File: src/core/dib_cfg.svh
// Timing and field constants for the inter-bank command checker.
// Assumes a 250 MHz device clock; times are kept in picoseconds.
`ifndef DIB_CFG_SVH
`define DIB_CFG_SVH

`define DIB_CLK_PERIOD_PS   4000
`define DIB_T_RCD_PS        15000
`define DIB_T_RP_PS         15000
`define DIB_T_WR_PS         15000
`define DIB_T_WTR_PS        7500
`define DIB_T_XSNR_PS       137500
`define DIB_WTR_MIN_CYC     2

// Least times round up to whole cycles
`define DIB_CYC_UP(ps)      (((ps) + `DIB_CLK_PERIOD_PS - 1) / `DIB_CLK_PERIOD_PS)
`define DIB_RCD_CYC         `DIB_CYC_UP(`DIB_T_RCD_PS)
`define DIB_RP_CYC          `DIB_CYC_UP(`DIB_T_RP_PS)
`define DIB_WR_CYC          `DIB_CYC_UP(`DIB_T_WR_PS)
`define DIB_WTR_CYC         ((`DIB_CYC_UP(`DIB_T_WTR_PS) > `DIB_WTR_MIN_CYC) ? \
                             `DIB_CYC_UP(`DIB_T_WTR_PS) : `DIB_WTR_MIN_CYC)
`define DIB_XSNR_CYC        `DIB_CYC_UP(`DIB_T_XSNR_PS)

`define DIB_READ_LATENCY    4
`define DIB_BURST_LENGTH    4
`define DIB_NUM_BANKS       8
`define DIB_CNT_W           8

`endif

File: src/core/dib_pkg.sv
// Types shared by the inter-bank command checker.
// Assumes nothing beyond a SystemVerilog compiler.
`default_nettype none

package dib_pkg;

	typedef enum logic [3:0] {
		DIB_CMD_DESELECT,
		DIB_CMD_NOP,
		DIB_CMD_ACTIVATE,
		DIB_CMD_READ,
		DIB_CMD_WRITE,
		DIB_CMD_PRECHARGE,
		DIB_CMD_REFRESH,
		DIB_CMD_LOAD_MODE,
		DIB_CMD_SELF_REFRESH,
		DIB_CMD_OTHER
	} dib_cmd_e;

	typedef enum logic [2:0] {
		DIB_BANK_IDLE,
		DIB_BANK_ACTIVATING,
		DIB_BANK_ACTIVE,
		DIB_BANK_READING,
		DIB_BANK_WRITING,
		DIB_BANK_RD_AP_ACCESS,
		DIB_BANK_WR_AP_ACCESS,
		DIB_BANK_PRECHARGING
	} dib_bank_e;

	typedef struct packed {
		logic chip_select_n;
		logic row_strobe_n;
		logic col_strobe_n;
		logic write_enable_n;
		logic clock_enable;
		logic auto_precharge_select_bit;
		logic [2:0] bank_addr;
	} dib_pins_s;

	typedef struct packed {
		dib_cmd_e   cmd;
		logic [2:0] bank;
		logic       auto_pre;
	} dib_cmd_s;

endpackage : dib_pkg

`default_nettype wire

File: src/core/dib_interbank.sv
// Inter-bank command decode, per-bank state tracking and legality checking
// for a DDR2-style device. Command pins are sampled on the rising ref_clk edge.
// Assumes the controller holds each command for exactly one cycle.
//
// Functional notes
// - Commands decode from chip select, strobes, write enable, clock enable at clock edge.
// - Chip select high takes no new command; running operations carry on.
// - Select low with all strobes high is a no-operation; operations carry on.
// - Permissions hold only with clock enable high twice and exit delay elapsed.
// - Idle reference bank lets other banks take whatever their own state allows.
// - Busy reference bank allows activate, read, write, precharge to other banks.
// - During auto precharge burst, other-bank commands accepted if transfer uninterrupted.
// - Read auto precharge starts precharge at earliest legal explicit precharge point.
// - Write auto precharge starts precharge when write recovery time ends.
// - Auto precharge access period runs from registration to precharge start.
// - Address bit ten on read or write selects auto precharge.
`default_nettype none

`include "dib_cfg.svh"

module dib_interbank
	import dib_pkg::*;
#(
	parameter int READ_LATENCY = `DIB_READ_LATENCY,
	parameter int BURST_LENGTH = `DIB_BURST_LENGTH,
	parameter int NUM_BANKS    = `DIB_NUM_BANKS,
	parameter int CNT_W        = `DIB_CNT_W
) (
	// Clock and reset
	input  wire logic                       ref_clk,
	input  wire logic                       rst,
	// Command pins
	input  wire dib_pins_s                  pins,
	// Decoded command and verdict
	output logic                            cmd_accept_q,
	output logic                            cmd_reject_q,
	output var dib_cmd_s                    last_cmd_q,
	// Tracker state
	output var dib_bank_e [NUM_BANKS-1:0]   bank_state_q,
	output logic                            all_idle_q,
	output logic                            self_refresh_q,
	output logic                            exit_pending_q
);

	////////////////////////////////////////////////////////////////////////////
	// Derived counts

	localparam int HALF_BL   = BURST_LENGTH / 2;
	localparam int WR_ACCESS = (READ_LATENCY - 1) + HALF_BL + `DIB_WR_CYC;
	localparam int WRAP_RD   = (READ_LATENCY - 1) + HALF_BL + `DIB_WTR_CYC;
	localparam int RDAP_WR   = HALF_BL + 2;
	localparam int CNT_MAX   = (1 << CNT_W) - 1;
	localparam logic [CNT_W-1:0] RCD_LD  = CNT_W'(`DIB_RCD_CYC);
	localparam logic [CNT_W-1:0] RP_LD   = CNT_W'(`DIB_RP_CYC);
	localparam logic [CNT_W-1:0] HBL_LD  = CNT_W'(HALF_BL);
	localparam logic [CNT_W-1:0] WRA_LD  = CNT_W'(WR_ACCESS);
	localparam logic [CNT_W-1:0] XSNR_LD = CNT_W'(`DIB_XSNR_CYC);

	// Elaboration stops on counts that the counters or the bank address cannot hold
	if (NUM_BANKS != 8 || BURST_LENGTH < 2 || READ_LATENCY < 2 ||
		WRAP_RD >= CNT_MAX || WR_ACCESS >= CNT_MAX || `DIB_XSNR_CYC >= CNT_MAX) begin : g_bad_cfg
		$error("dib_interbank: parameters out of range");
	end

	////////////////////////////////////////////////////////////////////////////
	// Decode

	function automatic dib_cmd_e decode(input dib_pins_s p, input logic cke_prev);
		logic [2:0] s;
		s = {p.row_strobe_n, p.col_strobe_n, p.write_enable_n};
		if (p.chip_select_n)
			decode = DIB_CMD_DESELECT;
		else if (s == 3'h7)
			decode = DIB_CMD_NOP;
		else if (s == 3'h1 && cke_prev && !p.clock_enable)
			decode = DIB_CMD_SELF_REFRESH;
		else if (!(cke_prev && p.clock_enable))
			decode = DIB_CMD_OTHER;
		else begin
			case (s)
				3'h3:    decode = DIB_CMD_ACTIVATE;
				3'h5:    decode = DIB_CMD_READ;
				3'h4:    decode = DIB_CMD_WRITE;
				3'h2:    decode = DIB_CMD_PRECHARGE;
				3'h1:    decode = DIB_CMD_REFRESH;
				3'h0:    decode = DIB_CMD_LOAD_MODE;
				default: decode = DIB_CMD_OTHER;
			endcase
		end
	endfunction

	logic                 cke_prev_q;
	logic [CNT_W-1:0]     xsnr_cnt_q;
	logic [CNT_W-1:0]     since_wrap_q;
	logic [CNT_W-1:0]     since_rdap_q;

	wire dib_cmd_e cmd_w    = decode(pins, cke_prev_q);
	wire logic [2:0] ba_w   = pins.bank_addr;
	wire logic ap_w         = pins.auto_precharge_select_bit;
	wire logic gate_ok      = cke_prev_q && pins.clock_enable && !exit_pending_q;
	wire dib_bank_e tgt_w   = bank_state_q[ba_w];

	////////////////////////////////////////////////////////////////////////////
	// Legality

	logic [NUM_BANKS-1:0] idle_vec;
	logic [NUM_BANKS-1:0] activating_vec;

	// Spacing after auto precharge bursts in other banks
	wire logic wrap_rd_ok = since_wrap_q >= CNT_W'(WRAP_RD);
	wire logic wrap_wr_ok = since_wrap_q >= HBL_LD;
	wire logic rdap_rd_ok = since_rdap_q >= HBL_LD;
	wire logic rdap_wr_ok = since_rdap_q >= CNT_W'(RDAP_WR);
	wire logic ap_any_ok  = (since_wrap_q >= 1) && (since_rdap_q >= 1);

	wire logic tgt_open   = tgt_w == DIB_BANK_ACTIVE || tgt_w == DIB_BANK_READING ||
	                        tgt_w == DIB_BANK_WRITING;

	logic legal_w;
	always_comb begin
		legal_w = 1'b0;
		case (cmd_w)
			DIB_CMD_DESELECT, DIB_CMD_NOP: legal_w = 1'b1;
			DIB_CMD_ACTIVATE:  legal_w = gate_ok && tgt_w == DIB_BANK_IDLE && ap_any_ok;
			DIB_CMD_READ:      legal_w = gate_ok && tgt_open && wrap_rd_ok && rdap_rd_ok;
			DIB_CMD_WRITE:     legal_w = gate_ok && tgt_open && wrap_wr_ok && rdap_wr_ok;
			DIB_CMD_PRECHARGE: legal_w = gate_ok && ap_any_ok &&
			                     (ap_w ? ~|activating_vec : tgt_w != DIB_BANK_ACTIVATING);
			DIB_CMD_REFRESH, DIB_CMD_LOAD_MODE: legal_w = gate_ok && &idle_vec;
			DIB_CMD_SELF_REFRESH: legal_w = &idle_vec && !exit_pending_q;
			default:           legal_w = 1'b0;
		endcase
	end

	wire logic real_cmd = cmd_w != DIB_CMD_DESELECT && cmd_w != DIB_CMD_NOP;
	wire logic take_w   = legal_w && real_cmd;

	////////////////////////////////////////////////////////////////////////////
	// Per-bank trackers

	genvar gi;
	generate
		for (gi = 0; gi < NUM_BANKS; gi++) begin : g_bank
			logic [CNT_W-1:0] cnt_q;
			logic [CNT_W-1:0] cnt_d;
			dib_bank_e        st_d;
			wire logic hit = take_w && (ba_w == 3'(gi));
			wire logic pre_hit = take_w && cmd_w == DIB_CMD_PRECHARGE && (ap_w || ba_w == 3'(gi));
			wire logic done = cnt_q == CNT_W'(1);

			assign idle_vec[gi]       = bank_state_q[gi] == DIB_BANK_IDLE;
			assign activating_vec[gi] = bank_state_q[gi] == DIB_BANK_ACTIVATING;

			always_comb begin
				st_d  = bank_state_q[gi];
				cnt_d = (cnt_q != '0) ? cnt_q - CNT_W'(1) : cnt_q;
				if (pre_hit) begin
					if (bank_state_q[gi] != DIB_BANK_IDLE) begin
						st_d  = DIB_BANK_PRECHARGING; // Last precharge sets the period
						cnt_d = RP_LD;
					end
				end else if (hit && cmd_w == DIB_CMD_ACTIVATE) begin
					st_d  = DIB_BANK_ACTIVATING;
					cnt_d = RCD_LD;
				end else if (hit && cmd_w == DIB_CMD_READ) begin
					st_d  = ap_w ? DIB_BANK_RD_AP_ACCESS : DIB_BANK_READING;
					cnt_d = HBL_LD;
				end else if (hit && cmd_w == DIB_CMD_WRITE) begin
					st_d  = ap_w ? DIB_BANK_WR_AP_ACCESS : DIB_BANK_WRITING;
					cnt_d = WRA_LD;
				end else if (done) begin
					case (bank_state_q[gi])
						DIB_BANK_ACTIVATING: st_d = DIB_BANK_ACTIVE;
						DIB_BANK_READING, DIB_BANK_WRITING: st_d = DIB_BANK_ACTIVE;
						DIB_BANK_RD_AP_ACCESS, DIB_BANK_WR_AP_ACCESS: begin
							st_d  = DIB_BANK_PRECHARGING;
							cnt_d = RP_LD;
						end
						DIB_BANK_PRECHARGING: st_d = DIB_BANK_IDLE;
						default: st_d = bank_state_q[gi];
					endcase
				end
			end

			always_ff @(posedge ref_clk or posedge rst) begin
				if (rst) begin
					bank_state_q[gi] <= DIB_BANK_IDLE;
					cnt_q            <= '0;
				end else begin
					bank_state_q[gi] <= st_d;
					cnt_q            <= cnt_d;
				end
			end
		end
	endgenerate

	////////////////////////////////////////////////////////////////////////////
	// Spacing counters, self refresh and verdict

	// Saturate so an old burst never blocks later commands
	function automatic logic [CNT_W-1:0] age(input logic [CNT_W-1:0] c);
		age = (c == CNT_W'(CNT_MAX)) ? c : c + CNT_W'(1);
	endfunction

	wire logic wrap_now = take_w && cmd_w == DIB_CMD_WRITE && ap_w;
	wire logic rdap_now = take_w && cmd_w == DIB_CMD_READ && ap_w;

	always_ff @(posedge ref_clk or posedge rst) begin
		if (rst) begin
			cke_prev_q   <= 1'b0;
			since_wrap_q <= CNT_W'(CNT_MAX);
			since_rdap_q <= CNT_W'(CNT_MAX);
		end else begin
			cke_prev_q   <= pins.clock_enable;
			since_wrap_q <= wrap_now ? CNT_W'(1) : age(since_wrap_q);
			since_rdap_q <= rdap_now ? CNT_W'(1) : age(since_rdap_q);
		end
	end

	// Self refresh entry and the exit wait
	always_ff @(posedge ref_clk or posedge rst) begin
		if (rst) begin
			self_refresh_q <= 1'b0;
			exit_pending_q <= 1'b0;
			xsnr_cnt_q     <= '0;
		end else if (take_w && cmd_w == DIB_CMD_SELF_REFRESH) begin
			self_refresh_q <= 1'b1;
		end else if (self_refresh_q && pins.clock_enable) begin
			self_refresh_q <= 1'b0;
			exit_pending_q <= 1'b1;
			xsnr_cnt_q     <= XSNR_LD;
		end else if (exit_pending_q) begin
			xsnr_cnt_q     <= xsnr_cnt_q - CNT_W'(1);
			exit_pending_q <= xsnr_cnt_q > CNT_W'(1);
		end
	end

	always_ff @(posedge ref_clk or posedge rst) begin
		if (rst) begin
			cmd_accept_q <= 1'b0;
			cmd_reject_q <= 1'b0;
			last_cmd_q   <= '{cmd: DIB_CMD_DESELECT, bank: 3'h0, auto_pre: 1'b0};
			all_idle_q   <= 1'b1;
		end else begin
			cmd_accept_q <= take_w;
			cmd_reject_q <= real_cmd && !legal_w;
			if (real_cmd)
				last_cmd_q <= '{cmd: cmd_w, bank: ba_w, auto_pre: ap_w};
			all_idle_q   <= &idle_vec;
		end
	end

endmodule : dib_interbank

`default_nettype wire

File: config.mk
export PLATFORM = sky130hd
export DESIGN_NAME = dib_interbank
export DESIGN_NICKNAME = d
export VERILOG_FILES = /design/src/core/dib_pkg.sv /design/src/core/dib_interbank.sv
export VERILOG_INCLUDE_DIRS = /design/src /design/src/core
export SDC_FILE = /design/constraint.sdc
export NUM_CORES = 1
export LEC_CHECK = 0
export BUFFER_PORTS_ARGS = -buffer_cell sky130_fd_sc_hd__buf_2
export CAP_MARGIN = 25
export CORE_MARGIN = 3
export CORE_UTILIZATION = 55
export CTS_BUF_LIST = sky130_fd_sc_hd__clkbuf_8
export CTS_CLUSTER_DIAMETER = 100
export DETAILED_ROUTE_END_ITERATION = 10
export PLACE_DENSITY = 0.71
export SYNTH_ARGS = -nofsm -noshare
export SYNTH_HDL_FRONTEND = slang
export SYNTH_SLANG_ARGS = --single-unit
export TNS_END_PERCENT = 20
File: constraint.sdc
create_clock -name ref_clk -period 4.76 [get_ports ref_clk]
set_clock_uncertainty 0.2 [all_clocks]
set_input_delay 0.952 -clock ref_clk [delete_from_list [all_inputs] [get_ports ref_clk]]
set_output_delay 0.952 -clock ref_clk [all_outputs]
set_load 0.01 [all_outputs]
After elaboration in Yosys (flattened, before gate mapping)

Index checks and enable logic that the tools add are counted.

ROM bits: 0
Latch bits: 0
Bits of input ports: 11
Memories: 0
Bits in writable memories: 0
Output and inout port bits: 37
Logic and storage cells: 439
Register bits: 126

Reduce and logical (&&, ||, !) cells: 156
Div/mod/pow operators: 0
Equal/unequal tests: 94
Bitwise gates (word level): 1
Multiplexer cells: 141
Add/sub/neg operators: 11
Shifts and indexed selects: 0
$lt $le $gt $ge: 8
Multipliers: 0

Operators by type and width:

| operator                                                           | number |
|---|---|
| 2-to-1 mux 8 bit                                                   | 70 |
| 2-to-1 mux 3 bit                                                   | 50 |
| == test 3 bit (second input constant)                              | 40 |
| one-hot mux 3 bit (3 select lines)                                 | 8 |
| subtractor 8 x 1 -> 8 bit (second input constant)                  | 9 |
| logical AND 1 bit                                                  | 66 |
| == test 8 x 1 -> 1 bit (second input constant)                     | 8 |
| nonzero test 8 bit                                                 | 8 |
| nonzero test 7 bit                                                 | 8 |
| == test 3 x 2 -> 1 bit (second input constant)                     | 14 |
| nonzero test 5 bit                                                 | 8 |
| logical NOT 3 bit                                                  | 11 |
| == test 3 x 1 -> 1 bit (second input constant)                     | 10 |
| one-hot mux 4 bit (6 select lines)                                 | 1 |
| AND reduction 3 bit                                                | 8 |
| nonzero test 3 bit                                                 | 8 |
| OR reduction 3 bit                                                 | 8 |
| OR reduction 2 bit                                                 | 10 |
| adder 8 x 1 -> 8 bit (second input constant)                       | 2 |
| == test 4 x 3 -> 1 bit (second input constant)                     | 4 |
| == test 8 bit (second input constant)                              | 2 |
| greater-or-equal comparator 8 x 1 -> 1 bit (second input constant) | 2 |
| greater-or-equal comparator 8 x 2 -> 1 bit (second input constant) | 2 |
| greater-or-equal comparator 8 x 3 -> 1 bit (second input constant) | 2 |
| other kinds (23)                                                   | 52 |

Longest topological paths before layout

Word-level depth: 16
Depth in mapped cells: 16
Depth with buffers taken out: 13

Least setup slack after synthesis

Ideal clock, no wire load.

Path type: in2reg
From: input pins[1] in the netlist's numbering
To: register bank_state_q[8] in the netlist's numbering
Library setup time: 0.156 ns
Path buffers: 4
Path slack: 0.913 ns
Required time: 4.404 ns
Cell stages on the path: 14
Data arrival time: 3.490 ns
Path through: buf_6 > mux4_2 > and2_1 > o32ai_2 > nand3_1 > o31a_1 > or3_1 > buf_4 > clkinv_4 > buf_6 > nor2_2 > buf_2 > a311oi_1 > nor3_1

Longest elaborated chain between the ends: 16
Elaborated cells between the ends (all ways): 36
Classes of those cells: eq/ne: 6; mux: 8; reduce/logical: 22

Ends and longest elaborated chain:

| what                                              | RTL line                                   | RTL |
|---|---|---|
| start, declared                                   | dib_interbank.sv:33                        | `input wire dib_pins_s pins,` |
| binary-select mux 3 bit (select 3 bit) *          | dib_interbank.sv:101                       | `wire dib_bank_e tgt_w = bank_state_q[ba_w];` |
| 2-to-1 mux 3 bit (implied by the code) *          | dib_interbank.sv:101                       |  |
| == test 3 x 2 -> 1 bit                            | dib_interbank.sv:116                       | `wire logic tgt_open = tgt_w == DIB_BANK_ACTIVE \|\| tgt_w == DIB_BANK_READING \|\|` |
| logical OR 1 bit (2 in a row)                     | dib_interbank.sv:116                       |  |
| logical AND 1 bit                                 | dib_interbank.sv:125, dib_interbank.sv:126 |  |
| logical AND 1 bit (on tied branches) (2 in a row) | dib_interbank.sv:126, dib_interbank.sv:125 |  |
| one-hot mux 1 bit (7 select lines) *              | dib_interbank.sv:122                       | `case (cmd_w)` |
| logical AND 1 bit *                               | dib_interbank.sv:136                       | `wire logic take_w = legal_w && real_cmd;` |
| net take_w                                        | dib_interbank.sv:136                       |  |
| logical AND 1 bit                                 | dib_interbank.sv:147                       | `wire logic hit = take_w && (ba_w == 3'(gi));` |
| logical AND 1 bit                                 | dib_interbank.sv:168                       | `end else if (hit && cmd_w == DIB_CMD_WRITE) begin` |
| 2-to-1 mux 3 bit                                  | dib_interbank.sv:168                       |  |
| 2-to-1 mux 3 bit                                  | dib_interbank.sv:165                       | `end else if (hit && cmd_w == DIB_CMD_READ) begin` |
| 2-to-1 mux 3 bit                                  | dib_interbank.sv:162                       | `end else if (hit && cmd_w == DIB_CMD_ACTIVATE) begin` |
| 2-to-1 mux 3 bit                                  | dib_interbank.sv:157                       | `if (pre_hit) begin` |
| end signal, assigned by index                     | dib_interbank.sv:190                       | `bank_state_q[gi] <= st_d;` |
| end, declared                                     | dib_interbank.sv:39                        | `output var dib_bank_e [NUM_BANKS-1:0] bank_state_q,` |

Mark *: on every way through the listed nets, which the timed path passes. The rest lies on a longest branch. The select of a mux whose other input is x is not followed.
A chain may end at the register's enable or synchronous reset.

Final worst setup path

From: input pins[7] in the netlist's numbering
To: register bank_state_q[3] in the netlist's numbering

Longest elaborated chain between the ends: 16
Elaborated cells between the ends (all ways): 44
Classes of those cells: eq/ne: 16; mux: 10; reduce/logical: 18

Ends and longest elaborated chain:

| what                                                                    | RTL line                                 | RTL |
|---|---|---|
| == test 3 x 1 -> 1 bit (tied with other cells)                          | dib_interbank.sv:75, dib_interbank.sv:80 |  |
| one-hot mux 4 bit (6 select lines) or logical AND 1 bit (tied branches) | dib_interbank.sv:80, dib_interbank.sv:75 |  |
| 2-to-1 mux 4 bit or logical AND 1 bit (tied branches)                   | dib_interbank.sv:77, dib_interbank.sv:75 |  |
| 2-to-1 mux 4 bit                                                        | dib_interbank.sv:75                      | `else if (s == 3'h1 && cke_prev && !p.clock_enable)` |
| 2-to-1 mux 4 bit *                                                      | dib_interbank.sv:73                      | `else if (s == 3'h7)` |
| 2-to-1 mux 4 bit *                                                      | dib_interbank.sv:71                      | `if (p.chip_select_n)` |
| == test 4 x 3 -> 1 bit (tied with other cells)                          | dib_interbank.sv:122                     |  |
| OR reduction 2 bit                                                      | dib_interbank.sv:122                     |  |
| one-hot mux 1 bit (7 select lines)                                      | dib_interbank.sv:122                     |  |
| logical AND 1 bit                                                       | dib_interbank.sv:136                     |  |
| logical AND 1 bit                                                       | dib_interbank.sv:147                     |  |
| logical AND 1 bit                                                       | dib_interbank.sv:168                     |  |
| 2-to-1 mux 3 bit                                                        | dib_interbank.sv:168                     |  |
| 2-to-1 mux 3 bit                                                        | dib_interbank.sv:165                     |  |
| 2-to-1 mux 3 bit                                                        | dib_interbank.sv:162                     |  |
| 2-to-1 mux 3 bit                                                        | dib_interbank.sv:157                     |  |

Mark *: on every way between the ends. The rest lies on a longest branch, timed or not.

==> results.toml <==
[finish]
fillers = 1286
seqCellArea_um2 = 3174
syn2layout_area_growth_pct = 10.26
drive_gt1_share_pct = 12.27
finalCoreUtilization_pct = 62.35
multi_input_area_um2 = 4745
final_cell_mix = "nor2_1 (122), nand2_1 (119), dfrtp_1 (109), o21ai_0 (61), a21oi_1 (54)"
layout_commonest_cell = "nor2_1"
layout.nets = 1067

[global_route]
grt_use_total_pct = 27.09
first_global_vias = 7159
grt-ovfl-total = 0
grt_antenna_before_repair = 1
grt_first_pass_wirelength_um = 35980
grt_max_degree = 74

[synthesis]
yosys.area.top_type_share_pct = 32.94
async_flop_share_pct = 100.0
synth_area_leaders = "dfrtp_1 (33%), nor2_1 (5.5%), dfstp_2 (5.4%)"
synth_seq_cells = 126
synth_cell_types = 74
synth_edf_count = 0
synth_ff_type = "dfrtp_1"
syn_area_um2 = 8282
yosys_warnings = 0
syn-num-nets = 1035
post-synth-top-area-cell = "dfrtp_1"
ys_seq_area_share_pct = 38.33
syn_inst = 990
syn_avg_cell_area_um2 = 8.365

[setup_path]
crit_top_cell = "or3_1"
path_delay_family = "simple AND/OR/NAND/NOR gates"
path_buf_inv = 2
critPathMaxFanout = 26
end_kind = "register"
max_stage_delay_ns = 0.80
cp.required_ns = 4.93
critical_path_class = "primary input to register"
cp.arrival_ns = 4.22
startpoint_type = "primary input"
path_cells = "buf_2 -> nand4b_1 -> or3_1 -> nor4_1 -> o21bai_1 -> a21boi_1 -> or3_1 -> clkinv_4 -> nor2_1 -> a21boi_2 -> a21boi_0 -> a2bb2oi_1"
cpMaxStageDelayCell = "nor2_1"

[power_and_ir_drop]
power.leakage_nw = 3.911
power_density_nw_per_um2 = 559.8
total_power_mw = 5.112
vdd_ir_drop_max_uv = 383.1

[sta]
tightest_slew_ns = 0.9670
fmax_ghz = 0.2472
slew_violations = 0
fin_hold_ws_ns = 0.2651
grt_setup_unrepaired = "no"
hold_violations = 0
finalSetupViolations = 0
tns_ns = 0
post-route-period-util_pct = 84.97
finalCriticalPeriod_ns = 4.045
slew_headroom_pct = 34.94

[place]
gp_congestion = 0.9780
hpwl_um = 15360
io_buffers = 47

[route]
drtAntennaViolNets = 0
vias_per_cell = 6.110
drc_errors = 0
firstDrtPassIters = 5
routed_wl_um = 21590
drt_iter0_markers = 708
wl_per_cell_um = 17.68
vias = 7460

[clock_network]
post_cts.repair.setup_buffers = 0
cts_root_buf = "clkbuf_8"
cts_buffers = 17
cts_resized = 0
cts_max_level = 4
hold_buffers = 0
clk_pin_slew_worst_paths_ns = 0.08
cts_buffer_depth = 2
insertion_delay_ns = 0.46
cts_tree = "done"
clkSinkCount = 126

[floorplan]
core_area_um2 = 14640
ioPinCount = 48
dieHeight_um = 128.7
start_util_pct = 56.55
fp.dieW_um = 128.7
die_area_um2 = 16570
rows = 44

[status]
status = "completed"

[worst_hold_path]
hp-class = "register to register"

[flow_run]
max_cap_viol_count = 0
synthesized netlist by cell type, types with 25 or more instances:
cell type	n
a21oi_1	54
nor4_1	25
clkbuf_1	32
dfrtp_1	109
nand2_1	119
xor2_1	35
nor3_1	44
ha_1	34
nand3_1	34
nor2_1	122
inv_1	39
a31oi_1	27
xnor2_1	41
o21ai_0	61
path summary, 6_finish.rpt:
kind,startpoint,endpoint,slack (ns),depth (start not counted)
min in group asynchronous,rst,g_bank[7].cnt_q[4]$_DFF_PP0_,0.40,2
worst min register to register,last_cmd_q[5]$_DFFE_PP0N_,last_cmd_q[5]$_DFFE_PP0N_,0.27,2
max in group asynchronous,rst,g_bank[2].cnt_q[0]$_DFF_PP0_,3.14,3
worst max register to register,since_rdap_q[0]$_DFFE_PP1P_,bank_state_q[3]$_DFFE_PP0P_,0.82,13
worst min-delay path,last_cmd_q[5]$_DFFE_PP0N_,last_cmd_q[5]$_DFFE_PP0N_,0.27,2
worst max-delay path,pins[7],bank_state_q[3]$_DFFE_PP0P_,0.72,12
flip-flops by register name (all words and copies together) (netlist names):
name            cells
xsnr_cnt_q          8
since_rdap_q        8
cke_prev_q          1
all_idle_q          1
cmd_accept_q        1
self_refresh_q      1
last_cmd_q          8
bank_state_q       24
g_bank.cnt_q       64
since_wrap_q        8
exit_pending_q      1
cmd_reject_q        1
per-stage QoR:
stage	setup slack, ns	cell area [um2]	std cells
4_1_cts	0.7951	9121	1218
5_1_grt	0.4422	9129	1220
3_3_place_gp	0.4608	8633	1186
6_report	0.7155	9131	1221
3_5_place_dp	0.3637	8633	1186
2_1_floorplan	0.2802	8282	990
kinds of logic after synthesis:
group	after synthesis	share of synthesized area (%)
AOI/OAI and AO/OA	230	17.80
xor gates and xnor gates	76	8.037
adders and majority gates	34	5.137
buffers and inverters	86	4.381
DFF	126	38.33
muxes	8	1.450
and+or+nand+nor	430	24.87
worst reg2reg max path, stage by stage (launching register included):
cell       delay, ns
dfstp_2         0.59
inv_1           0.08
ha_1            0.19
nor4b_1         0.14
a211oi_1        0.30
nand3_1         0.16
a21oi_1         0.23
o31a_1          0.19
or3_1           0.18
clkinv_4        0.21
nor2_1          0.81
a21boi_2        0.16
a21boi_0        0.25
a2bb2oi_1       0.18
routing by layer:
metal	routed length (um)	vias up	track usage (%)
li1	-	3593	-
met4	550	0	9.265
met1	9301	3535	36.73
met5	0	-	0
met2	9910	287	41.98
met3	1830	45	7.638
report_power, final:
| group | switching, mW | total [mW] | internal, mW |
|---|---|---|---|
| combinational | 0.942 | 1.80 | 0.854 |
| sequential | 0.603 | 2.16 | 1.56 |
| clock | 0.460 | 1.15 | 0.692 |
| total | 2.01 | 5.11 | 3.11 |
cell type report:
class                           count  share of cell area [%]
Sequential cell                   126                   34.76
Inverter                           41                   1.768
Clock buffer                       18                   2.713
Multi-Input combinational cell    778                   51.96
Timing Repair Buffer               58                   3.590
Tap cell                          184                   2.521
Antenna cell                        2                 0.05481
Clock inverter                     14                   2.631
No activity file was read; power rests on OpenSTA's default activity.
